--- config.mk ---
export PLATFORM = sky130hd
export DESIGN_NAME = smr_rx
export DESIGN_NICKNAME = d
export VERILOG_FILES = /design/src/verilog/smr_pkg.sv /design/src/verilog/smr_fifo.sv /design/src/verilog/smr_rx.sv
export SDC_FILE = /design/constraint.sdc
export NUM_CORES = 1
export LEC_CHECK = 0
export ABC_AREA = 1
export BUFFER_PORTS_ARGS = -buffer_cell sky130_fd_sc_hd__clkbuf_2
export CAP_MARGIN = 20
export CORE_ASPECT_RATIO = 1.2
export CORE_MARGIN = 4
export CORE_UTILIZATION = 35
export CTS_CLUSTER_SIZE = 25
export DETAILED_ROUTE_END_ITERATION = 16
export PLACE_DENSITY = 0.51
export SKIP_CTS_REPAIR_TIMING = 1
export SLEW_MARGIN = 20
export SYNTH_ARGS = -nofsm -noshare
export SYNTH_HDL_FRONTEND = slang
export SYNTH_SLANG_ARGS = --single-unit
--- constraint.sdc ---
create_clock -name core_clk -period 2.74 [get_ports core_clk]
set_clock_uncertainty 0.1 [all_clocks]
set_input_delay 0.274 -clock core_clk [delete_from_list [all_inputs] [get_ports core_clk]]
set_output_delay 0.274 -clock core_clk [all_outputs]
set_load 0.02 [all_outputs]
--- src/verilog/smr_pkg.sv ---
// Shared constants for the synchronous master receive block
package smr_pkg;
  // Word register indices; byte address is four times the index
  localparam logic [5:0] IDX_RX_CTRL = 6'h13;
  localparam logic [5:0] IDX_RX_FIFO = 6'h14;
  localparam logic [5:0] IDX_TX_CTRL = 6'h15;
  localparam logic [5:0] IDX_TX_DATA = 6'h16;
  localparam logic [5:0] IDX_BAUD = 6'h17;
  // Second bank sits above the first
  localparam logic [5:0] BANK1_BASE = 6'h20;
  localparam logic [5:0] IDX_FLAGS = 6'h36;
  localparam logic [5:0] IDX_IRQ_EN = 6'h37;
  // Receive status and control fields
  localparam int RX_PORT_EN = 7;
  localparam int RX_NINE_SEL = 6;
  localparam int RX_SINGLE = 5;
  localparam int RX_CONT = 4;
  localparam int RX_FRAME_ERR = 2;
  localparam int RX_OVERRUN = 1;
  localparam int RX_NINTH = 0;
  // Transmit status and control fields
  localparam int TX_CLK_SRC = 7;
  localparam int TX_NINE_SEL = 6;
  localparam int TX_ENABLE = 5;
  localparam int TX_SYNC = 4;
  localparam int TX_SHIFT_EMPTY = 1;
  localparam int TX_NINTH = 0;
  // Flag and enable fields
  localparam int FLAG_RX_DONE = 0;
  localparam int FLAG_TX_BUF = 1;
  localparam int IEN_RX = 0;
  // Reset values
  localparam logic [7:0] FLAGS_RST = 8'h02;
  localparam logic [7:0] IRQ_EN_RST = 8'h00;
  localparam logic [7:0] CTRL_RST = 8'h00;
  // Word lengths
  localparam logic [3:0] BITS_NORMAL = 4'h8;
  localparam logic [3:0] BITS_NINE = 4'h9;
  localparam int FIFO_DEPTH = 2;
  localparam int ENTRY_W = 10;
  typedef enum logic {ST_IDLE, ST_SHIFT} smr_state_t;
endpackage

--- src/verilog/smr_fifo.sv ---
// Two-entry receive queue holding data, ninth bit and error status
`timescale 1ns/1ps
module smr_fifo #(
  parameter int WIDTH = smr_pkg::ENTRY_W,
  parameter int DEPTH = smr_pkg::FIFO_DEPTH
) (
  // Clock and reset
  input wire logic clk,
  input wire logic rst_n,
  // Filling side
  input wire logic in_valid,
  output logic in_ready,
  input wire logic [WIDTH-1:0] in_data,
  // Draining side
  output logic out_valid,
  input wire logic out_ready,
  output logic [WIDTH-1:0] out_data
);
  localparam int AW = (DEPTH > 1) ? $clog2(DEPTH) : 1;
  logic [WIDTH-1:0] mem [DEPTH];
  logic [AW-1:0] wr_r;
  logic [AW-1:0] rd_r;
  logic [AW:0] cnt_r;
  wire push = in_valid && in_ready;
  wire pop = out_valid && out_ready;
  assign in_ready = (cnt_r != (AW+1)'(DEPTH));
  assign out_valid = (cnt_r != '0);
  assign out_data = mem[rd_r];

  always_ff @(posedge clk or negedge rst_n) begin
    if (!rst_n) begin
      wr_r <= '0;
      rd_r <= '0;
      cnt_r <= '0;
    end else begin
      if (push) begin
        wr_r <= (wr_r == AW'(DEPTH-1)) ? '0 : wr_r + 1'b1;
      end
      if (pop) begin
        rd_r <= (rd_r == AW'(DEPTH-1)) ? '0 : rd_r + 1'b1;
      end
      if (push && !pop) begin
        cnt_r <= cnt_r + 1'b1;
      end else if (pop && !push) begin
        cnt_r <= cnt_r - 1'b1;
      end
    end
  end

  // Storage has no reset; out_data shows mem[rd_r] even while the queue is empty
  always_ff @(posedge clk) begin
    if (push) begin
      mem[wr_r] <= in_data;
    end
  end
endmodule // smr_fifo

--- src/verilog/smr_rx.sv ---
// Synchronous master serial receive path with register file
//
// Overview of operation
// - Either receive enable starts synchronous reception
// - Sample data on falling shift clock edge
// - Single enable alone receives one word
// - Continuous enable receives until software clears
// - Both enables set behaves as continuous
// - Completed word moves into queue if room
// - Queue transfer sets receive complete flag
// - Interrupt request gated by receive interrupt enable bit
// - Complete flag read only, clears when empty
// - Two entry queue while third shifts
// - Full queue at word end sets overrun
// - Overrun cleared by clearing continuous enable
// - Overrun blocks all transfers into queue
// - Ninth bit and error queued per word
// - Clearing enables or port resets receive logic
// - Nine bit mode shifts nine, stores ninth
// - Warm reset keeps undefined register bits
// - Clock source master drives shift clock out
`timescale 1ns/1ps
module smr_rx (
  // Clock and resets
  input wire logic core_clk,
  input wire logic nrst,
  input wire logic warm_rst,
  // Wishbone slave
  input wire logic wb_cyc_i,
  input wire logic wb_stb_i,
  input wire logic wb_we_i,
  input wire logic [7:0] wb_adr_i,
  input wire logic [3:0] wb_sel_i,
  input wire logic [31:0] wb_dat_i,
  output logic [31:0] wb_dat_o,
  output logic wb_ack_o,
  // Serial pins
  input wire logic serial_data_pin_i,
  output logic serial_data_pin_o,
  output logic serial_data_pin_oe_n,
  input wire logic serial_clock_pin_i,
  output logic serial_clock_pin_o,
  output logic serial_clock_pin_oe_n,
  // Interrupt request
  output logic rx_irq
);
  logic rst_s1_r;
  logic rst_n_r;
  logic [7:0] rx_ctrl_r;
  logic [7:0] tx_ctrl_r;
  logic [7:0] tx_data_r;
  logic [7:0] baud_divisor_r;
  logic [7:0] irq_en_r;
  logic overrun_error_r;
  logic ack_r;
  logic [31:0] dat_r;
  logic irq_r;
  logic clk_out_r;
  logic clk_oe_n_r;
  logic data_out_r;
  logic data_oe_n_r;
  smr_pkg::smr_state_t state_r;
  logic [7:0] baud_cnt_r;
  logic [3:0] bit_cnt_r;
  logic [8:0] shift_r;
  logic [7:0] rd_val;
  logic [7:0] rx_ctrl_nxt;

  // Reset release through two flops
  always_ff @(posedge core_clk or negedge nrst) begin
    if (!nrst) begin
      rst_s1_r <= 1'b0;
      rst_n_r <= 1'b0;
    end else begin
      rst_s1_r <= 1'b1;
      rst_n_r <= rst_s1_r;
    end
  end

  // Bus decode
  function automatic logic [7:0] addr_of(input logic [5:0] idx);
    addr_of = {idx, 2'b00};
  endfunction
  wire bus_req = wb_cyc_i && wb_stb_i;
  wire bus_take = bus_req && ack_r;
  wire wr_ok = bus_take && wb_we_i && wb_sel_i[0];
  wire hit_rx_ctrl = wb_adr_i == addr_of(smr_pkg::IDX_RX_CTRL);
  wire hit_rx_fifo = wb_adr_i == addr_of(smr_pkg::IDX_RX_FIFO);
  wire hit_tx_ctrl = wb_adr_i == addr_of(smr_pkg::IDX_TX_CTRL);
  wire hit_tx_data = wb_adr_i == addr_of(smr_pkg::IDX_TX_DATA);
  wire hit_baud = wb_adr_i == addr_of(smr_pkg::IDX_BAUD);
  wire hit_flags = wb_adr_i == addr_of(smr_pkg::IDX_FLAGS);
  wire hit_irq_en = wb_adr_i == addr_of(smr_pkg::IDX_IRQ_EN);
  wire wr_rx_ctrl = wr_ok && hit_rx_ctrl;
  wire wr_irq_en = wr_ok && hit_irq_en;

  // Control fields
  wire port_en = rx_ctrl_r[smr_pkg::RX_PORT_EN];
  wire nine_sel = rx_ctrl_r[smr_pkg::RX_NINE_SEL];
  wire single_receive_enable = rx_ctrl_r[smr_pkg::RX_SINGLE];
  wire continuous_receive_enable = rx_ctrl_r[smr_pkg::RX_CONT];
  wire sync_mode = tx_ctrl_r[smr_pkg::TX_SYNC];
  wire clock_source_select = tx_ctrl_r[smr_pkg::TX_CLK_SRC];
  wire master_on = port_en && sync_mode && clock_source_select;
  wire rx_enable = single_receive_enable ||
                   continuous_receive_enable;
  wire rx_run = master_on && rx_enable;

  // Shift clock timing
  wire baud_tick = baud_cnt_r == baud_divisor_r;
  wire fall = (state_r == smr_pkg::ST_SHIFT) && baud_tick && clk_out_r;
  wire [3:0] word_bits = nine_sel ? smr_pkg::BITS_NINE
                                  : smr_pkg::BITS_NORMAL;
  wire word_done = fall && (bit_cnt_r == word_bits - 4'h1);
  wire [8:0] shift_full = shift_r |
                          (9'(serial_data_pin_i) << bit_cnt_r);

  // Receive queue
  logic q_ready;
  logic q_valid;
  logic [smr_pkg::ENTRY_W-1:0] q_head;
  wire q_push = word_done && !overrun_error_r;
  wire q_pop = bus_take && !wb_we_i && hit_rx_fifo;
  wire overrun_set = word_done && !q_ready &&
                     !overrun_error_r;
  // Framing has no meaning for a clocked link; zero is queued
  wire [smr_pkg::ENTRY_W-1:0] q_entry = {1'b0,
    nine_sel & shift_full[8], shift_full[7:0]};
  wire receive_complete_flag = q_valid;

  smr_fifo #(
    .WIDTH(smr_pkg::ENTRY_W),
    .DEPTH(smr_pkg::FIFO_DEPTH)
  ) u_fifo (
    .clk(core_clk),
    .rst_n(rst_n_r),
    .in_valid(q_push && q_ready),
    .in_ready(q_ready),
    .in_data(q_entry),
    .out_valid(q_valid),
    .out_ready(q_pop),
    .out_data(q_head)
  );

  // Software writes, then hardware ends a single reception
  always_comb begin
    rx_ctrl_nxt = rx_ctrl_r;
    if (wr_rx_ctrl) begin
      rx_ctrl_nxt = wb_dat_i[7:0];
    end
    if (word_done && !continuous_receive_enable) begin
      rx_ctrl_nxt[smr_pkg::RX_SINGLE] = 1'b0;
    end
  end

  // Read multiplexer; framing and ninth bits follow the queue head
  wire [7:0] rx_ctrl_rd = {rx_ctrl_r[7:4], 1'b0,
    q_head[9], overrun_error_r, q_head[8]};
  wire [7:0] tx_ctrl_rd = {tx_ctrl_r[7:4], 2'b00, 1'b1,
    tx_ctrl_r[smr_pkg::TX_NINTH]};
  // No transmit path here, so its buffer flag keeps its reset value
  wire [7:0] flags_rd = smr_pkg::FLAGS_RST |
    {7'h00, receive_complete_flag};
  always_comb begin
    if (hit_rx_ctrl) begin
      rd_val = rx_ctrl_rd;
    end else if (hit_rx_fifo) begin
      rd_val = q_head[7:0];
    end else if (hit_tx_ctrl) begin
      rd_val = tx_ctrl_rd;
    end else if (hit_baud) begin
      rd_val = baud_divisor_r;
    end else if (hit_flags) begin
      rd_val = flags_rd;
    end else if (hit_irq_en) begin
      rd_val = irq_en_r;
    end else begin
      rd_val = 8'h00;
    end
  end

  // Bus answer: one wait cycle, then ack for one cycle
  always_ff @(posedge core_clk or negedge rst_n_r) begin
    if (!rst_n_r) begin
      ack_r <= 1'b0;
      dat_r <= 32'h00000000;
    end else begin
      ack_r <= bus_req && !ack_r;
      dat_r <= {24'h000000, rd_val};
    end
  end

  // Registers; a warm reset keeps the undefined bits
  always_ff @(posedge core_clk or negedge rst_n_r) begin
    if (!rst_n_r) begin
      rx_ctrl_r <= smr_pkg::CTRL_RST;
      tx_ctrl_r <= smr_pkg::CTRL_RST;
      tx_data_r <= 8'h00;
      baud_divisor_r <= 8'h00;
      irq_en_r <= smr_pkg::IRQ_EN_RST;
    end else if (warm_rst) begin
      rx_ctrl_r <= smr_pkg::CTRL_RST;
      tx_ctrl_r[7:4] <= smr_pkg::CTRL_RST[7:4];
      irq_en_r <= smr_pkg::IRQ_EN_RST;
    end else begin
      rx_ctrl_r <= rx_ctrl_nxt;
      if (wr_ok && hit_tx_ctrl) begin
        tx_ctrl_r <= wb_dat_i[7:0];
      end
      if (wr_ok && hit_tx_data) begin
        tx_data_r <= wb_dat_i[7:0];
      end
      if (wr_ok && hit_baud) begin
        baud_divisor_r <= wb_dat_i[7:0];
      end
      if (wr_irq_en) begin
        irq_en_r <= wb_dat_i[7:0];
      end
    end
  end

  // Overrun: a new overrun wins over a clear in the same cycle
  always_ff @(posedge core_clk or negedge rst_n_r) begin
    if (!rst_n_r) begin
      overrun_error_r <= 1'b0;
    end else if (overrun_set) begin
      overrun_error_r <= 1'b1;
    end else if (warm_rst || !continuous_receive_enable) begin
      overrun_error_r <= 1'b0;
    end
  end

  // Shift engine
  always_ff @(posedge core_clk or negedge rst_n_r) begin
    if (!rst_n_r) begin
      state_r <= smr_pkg::ST_IDLE;
      baud_cnt_r <= 8'h00;
      bit_cnt_r <= 4'h0;
      shift_r <= 9'h000;
      clk_out_r <= 1'b0;
    end else begin
      case (state_r)
        smr_pkg::ST_IDLE: begin
          baud_cnt_r <= 8'h00;
          bit_cnt_r <= 4'h0;
          shift_r <= 9'h000;
          clk_out_r <= 1'b0;
          if (rx_run && !warm_rst) begin
            state_r <= smr_pkg::ST_SHIFT;
          end
        end
        smr_pkg::ST_SHIFT: begin
          if (!rx_run || warm_rst) begin
            state_r <= smr_pkg::ST_IDLE;
            clk_out_r <= 1'b0;
          end else if (baud_tick) begin
            baud_cnt_r <= 8'h00;
            clk_out_r <= !clk_out_r;
            if (fall) begin
              if (word_done) begin
                bit_cnt_r <= 4'h0;
                shift_r <= 9'h000;
                if (!continuous_receive_enable) begin
                  state_r <= smr_pkg::ST_IDLE;
                end
              end else begin
                bit_cnt_r <= bit_cnt_r + 4'h1;
                shift_r <= shift_full;
              end
            end
          end else begin
            baud_cnt_r <= baud_cnt_r + 8'h01;
          end
        end
        default: state_r <= smr_pkg::ST_IDLE;
      endcase
    end
  end

  // Pins and interrupt; the data pin is only ever an input here
  always_ff @(posedge core_clk or negedge rst_n_r) begin
    if (!rst_n_r) begin
      irq_r <= 1'b0;
      clk_oe_n_r <= 1'b1;
      data_out_r <= 1'b0;
      data_oe_n_r <= 1'b1;
    end else begin
      irq_r <= receive_complete_flag && irq_en_r[smr_pkg::IEN_RX];
      clk_oe_n_r <= !master_on;
      data_out_r <= 1'b0;
      data_oe_n_r <= 1'b1;
    end
  end

  assign wb_ack_o = ack_r;
  assign wb_dat_o = dat_r;
  assign rx_irq = irq_r;
  assign serial_clock_pin_o = clk_out_r;
  assign serial_clock_pin_oe_n = clk_oe_n_r;
  assign serial_data_pin_o = data_out_r;
  assign serial_data_pin_oe_n = data_oe_n_r;
endmodule // smr_rx

==> impl_metrics.ini <==
[global_route]
grt_util_all_layers_pct = 14.4
grt_max_degree = 65
grt_pass1_vias = 3306
antenna_found_initial = 0
grt_pass1_wl_mm = 16.5
overflow = 0

[critical_path]
path_cells = inv_1 -> nand2_1 -> nand2_1 -> nand2_1 -> nor2_1 -> nand3_2 -> nor3_1 -> nand3_1 -> inv_1 -> ha_1 -> a21oi_1 -> o21ai_0 -> xor2_1
required_ns = 2.85
cpMostUsedCell = nand2_1
criticalPathCategory = reg -> reg
slowest_delay_ns = 0.40
worstPathArrival_ns = 2.44
end_kind = flop
slowest_stage = dfrtp_1
cpLargestDelayFamily = simple AND/OR/NAND/NOR gates
path_max_fanout = 3
cp.buffers_inverters = 2
start_kind = flop

[power_and_ir_drop]
p_leak_nw = 2.47
peakVddDrop_mv = 0.231
pwr-share-clk_pct = 46.5
p_sw_mw = 0.613
sw_frac_of_total_pct = 23.3
power_density_nw_per_um2 = 527
internal-power_mw = 2.02
comb_power_share_pct = 4.7
power_frac_seq_pct = 48.8

[synthesis]
synth_area_sq_um = 4410
synth-seq-area-share_pct = 49.8
netlist_instances = 528
syn_area_per_cell_sq_um = 8.34
async_reset_ff_share_pct = 78.6
ys_ff_latch = 84
synth-main-ff-cell = dfrtp_1
ys_types = 41
synth_warnings = 0
synth_edf_count = 18

[drt]
wl_mm = 10.1
viasPerCell = 4.57
drtAntennaViolNets = 0
drtIter0Drc = 161
wl_per_cell_um = 13.7
drc = 0
vias = 3376
drtPass1Iterations = 4

[floorplan]
pin_count = 90
die-area_sq_um = 14500
fp.dieW_um = 110
initial_core_util_pct = 36.0
die_h_um = 131
coreArea_sq_um = 12200
rows = 44

[sta]
worstMarginPinSlew_ns = 0.566
fmax_mhz = 428
max_slew_margin_pct = 62.0
hold_violations = 0
grt_setup_unrepaired = false
fin_ws_ns = 0.406
post-route-min-period_ns = 2.33
finalSetupTns_ns = 0
setup_violations = 0
period_share_pct = 85.2
slew_viol_final = 0

[outcome]
status = finished, final reports clean

[clocking]
cts_buffer_depth = 2
cts_tree = yes
cts_buffers = 9
cts_root_buffer = clkbuf_16
cts_htree_levels = 3
clk_latency_ns = 0.34
cts.sinks = 84
clkTransAtPathRegs_ns = 0.07

[cells_and_area]
drive_gt1_share_pct = 18.0
area_growth_pct = 13.5
final_util_pct = 40.9
fill_cells = 1264
final_common_cell = nand2_1
register_area_sq_um = 2190
final_cell_mix = nand2_1 (131), inv_1 (75), dfrtp_1 (64)
finalNetCount = 628
multi_input_area_sq_um = 1730
n_antenna_cell = 0

[place]
gp_congestion = 0.811
dp_slack_ns = 0.436
hpwlAfterDp_mm = 7.60
io_buffers = 35

[worst_hold_path]
min_path_type = in -> reg

[job]
maxCapViolations = 0
## power by group through the flow
stage / Sequential [mW] / Clock (mW) / Combinational, mW
2_1_floorplan: 1.32 / 0 / 0.0943
3_3_place_gp: 1.31 / 0 / 0.123
3_5_place_dp: 1.31 / 0 / 0.125
4_1_cts: 1.28 / 1.27 / 0.125
5_1_grt: 1.28 / 1.31 / 0.139
6_report: 1.28 / 1.22 / 0.125
## routing by layer
layer  up-vias  share of wire, %  GRT usage, %  routed length [um]
met5         -                 0             0                   0
met4         0               1.9          6.23                 195
met3        12               4.9          3.41                 499
met2        71                49          24.5                4940
met1      1582                44          17.7                4490
li1       1711                 -             -                   -
## final timing paths
path / slack, ns / depth (start not counted) / to / startpoint
setup / recovery: 0.41 / 13 / u_fifo.cnt_r[1] / baud_divisor_r[5]
hold reg to reg: 0.18 / 1 / baud_cnt_r[2] / rst_n_r
setup reg to reg: 0.41 / 13 / u_fifo.cnt_r[1] / baud_divisor_r[5]
max in group asynchronous: 2.03 / 1 / serial_clock_pin_oe_n / rst_n_r
min in group asynchronous: 0.15 / 2 / rst_n_r / nrst
hold / removal: 0.05 / 3 / wb_ack_o / wb_stb_i
## sequential cells by signal, indices dropped and copies added (netlist names)
name and flops:
baud_divisor_r 8, overrun_error_r 1, irq_en_r 8, u_fifo.cnt_r 2, rst_n_r 1, rx_irq 1, u_fifo.mem 18, tx_ctrl_r 5
baud_cnt_r 8, rst_s1_r 1, u_fifo.rd_r 1, bit_cnt_r 4, shift_r 9, rx_ctrl_r 4, serial_clock_pin_oe_n 1, u_fifo.wr_r 1
wb_dat_o 8, serial_clock_pin_o 1, state_r 1, wb_ack_o 1
## kinds of logic (layout without fill, tap and decap cells)
kind of cell,Yosys count,count (layout),share of synthesized area [%]
buffers and inverters,123,148,13.0
xor gates and xnor gates,9,9,1.79
AOI/OAI and AO/OA,61,61,8.86
and+or+nand+nor,246,246,25.5
adders and majority gates,3,3,0.852
other,2,27,0.170
DFF,84,84,49.8
## area by class of cell
type,instances,area share [%]
inverter,92,6.93
tap,161,4.03
clock inverter,7,1.45
sequential,84,43.9
clock buffer,9,4.50
multi-input combinational,346,34.6
timing repair buffer,40,4.55
## metrics by stage
stage,area (sq um),hold slack [ns],instances,total power [mW]
2_1_floorplan,4500,-0.122,553,1.42
3_3_place_gp,4690,-0.0399,722,1.43
3_5_place_dp,4690,-0.0380,722,1.43
4_1_cts,4990,-0.408,738,2.68
5_1_grt,5000,0.0467,739,2.73
6_report,5000,0.0505,739,2.63
## synth_stat cells (2+ instances only)
cell / n / area share [%]
nand2_1: 131 / 11
inv_1: 75 / 6.4
dfrtp_1: 65 / 37
nor2_1: 46 / 3.9
nand3_1: 28 / 3.2
buf_4: 27 / 4.6
edfxtp_1: 18 / 12
inv_2: 15 / 1.3
o21ai_0: 15 / 1.7
o21ai_1: 12 / 1.4
o22ai_1: 11 / 1.6
nor3_1: 10 / 1.1
a21oi_1: 8 / 0.91
nand2_2: 8 / 1.1
nand4_1: 7 / 0.99
xor2_1: 7 / 1.4
o21ai_2: 5 / 0.99
ha_1: 3 / 0.85
nor2_2: 3 / 0.43
nor4_4: 3 / 1.4
o211ai_1: 3 / 0.51
or2_2: 3 / 0.43
buf_2: 2 / 0.23
conb_1: 2 / 0.17
nand3_2: 2 / 0.45
nand4_2: 2 / 0.57
o221ai_1: 2 / 0.40
xnor2_1: 2 / 0.40
## worst register-to-register path, cell delays in order (launching register included)
cell	delay (ns)
dfrtp_1	0.40
inv_1	0.12
nand2_1	0.06
nand2_1	0.05
nand2_1	0.08
nor2_1	0.17
nand3_2	0.15
nor3_1	0.20
nand3_1	0.16
inv_1	0.10
ha_1	0.25
a21oi_1	0.11
o21ai_0	0.11
xor2_1	0.15
(Power assumes the default switching activity.)
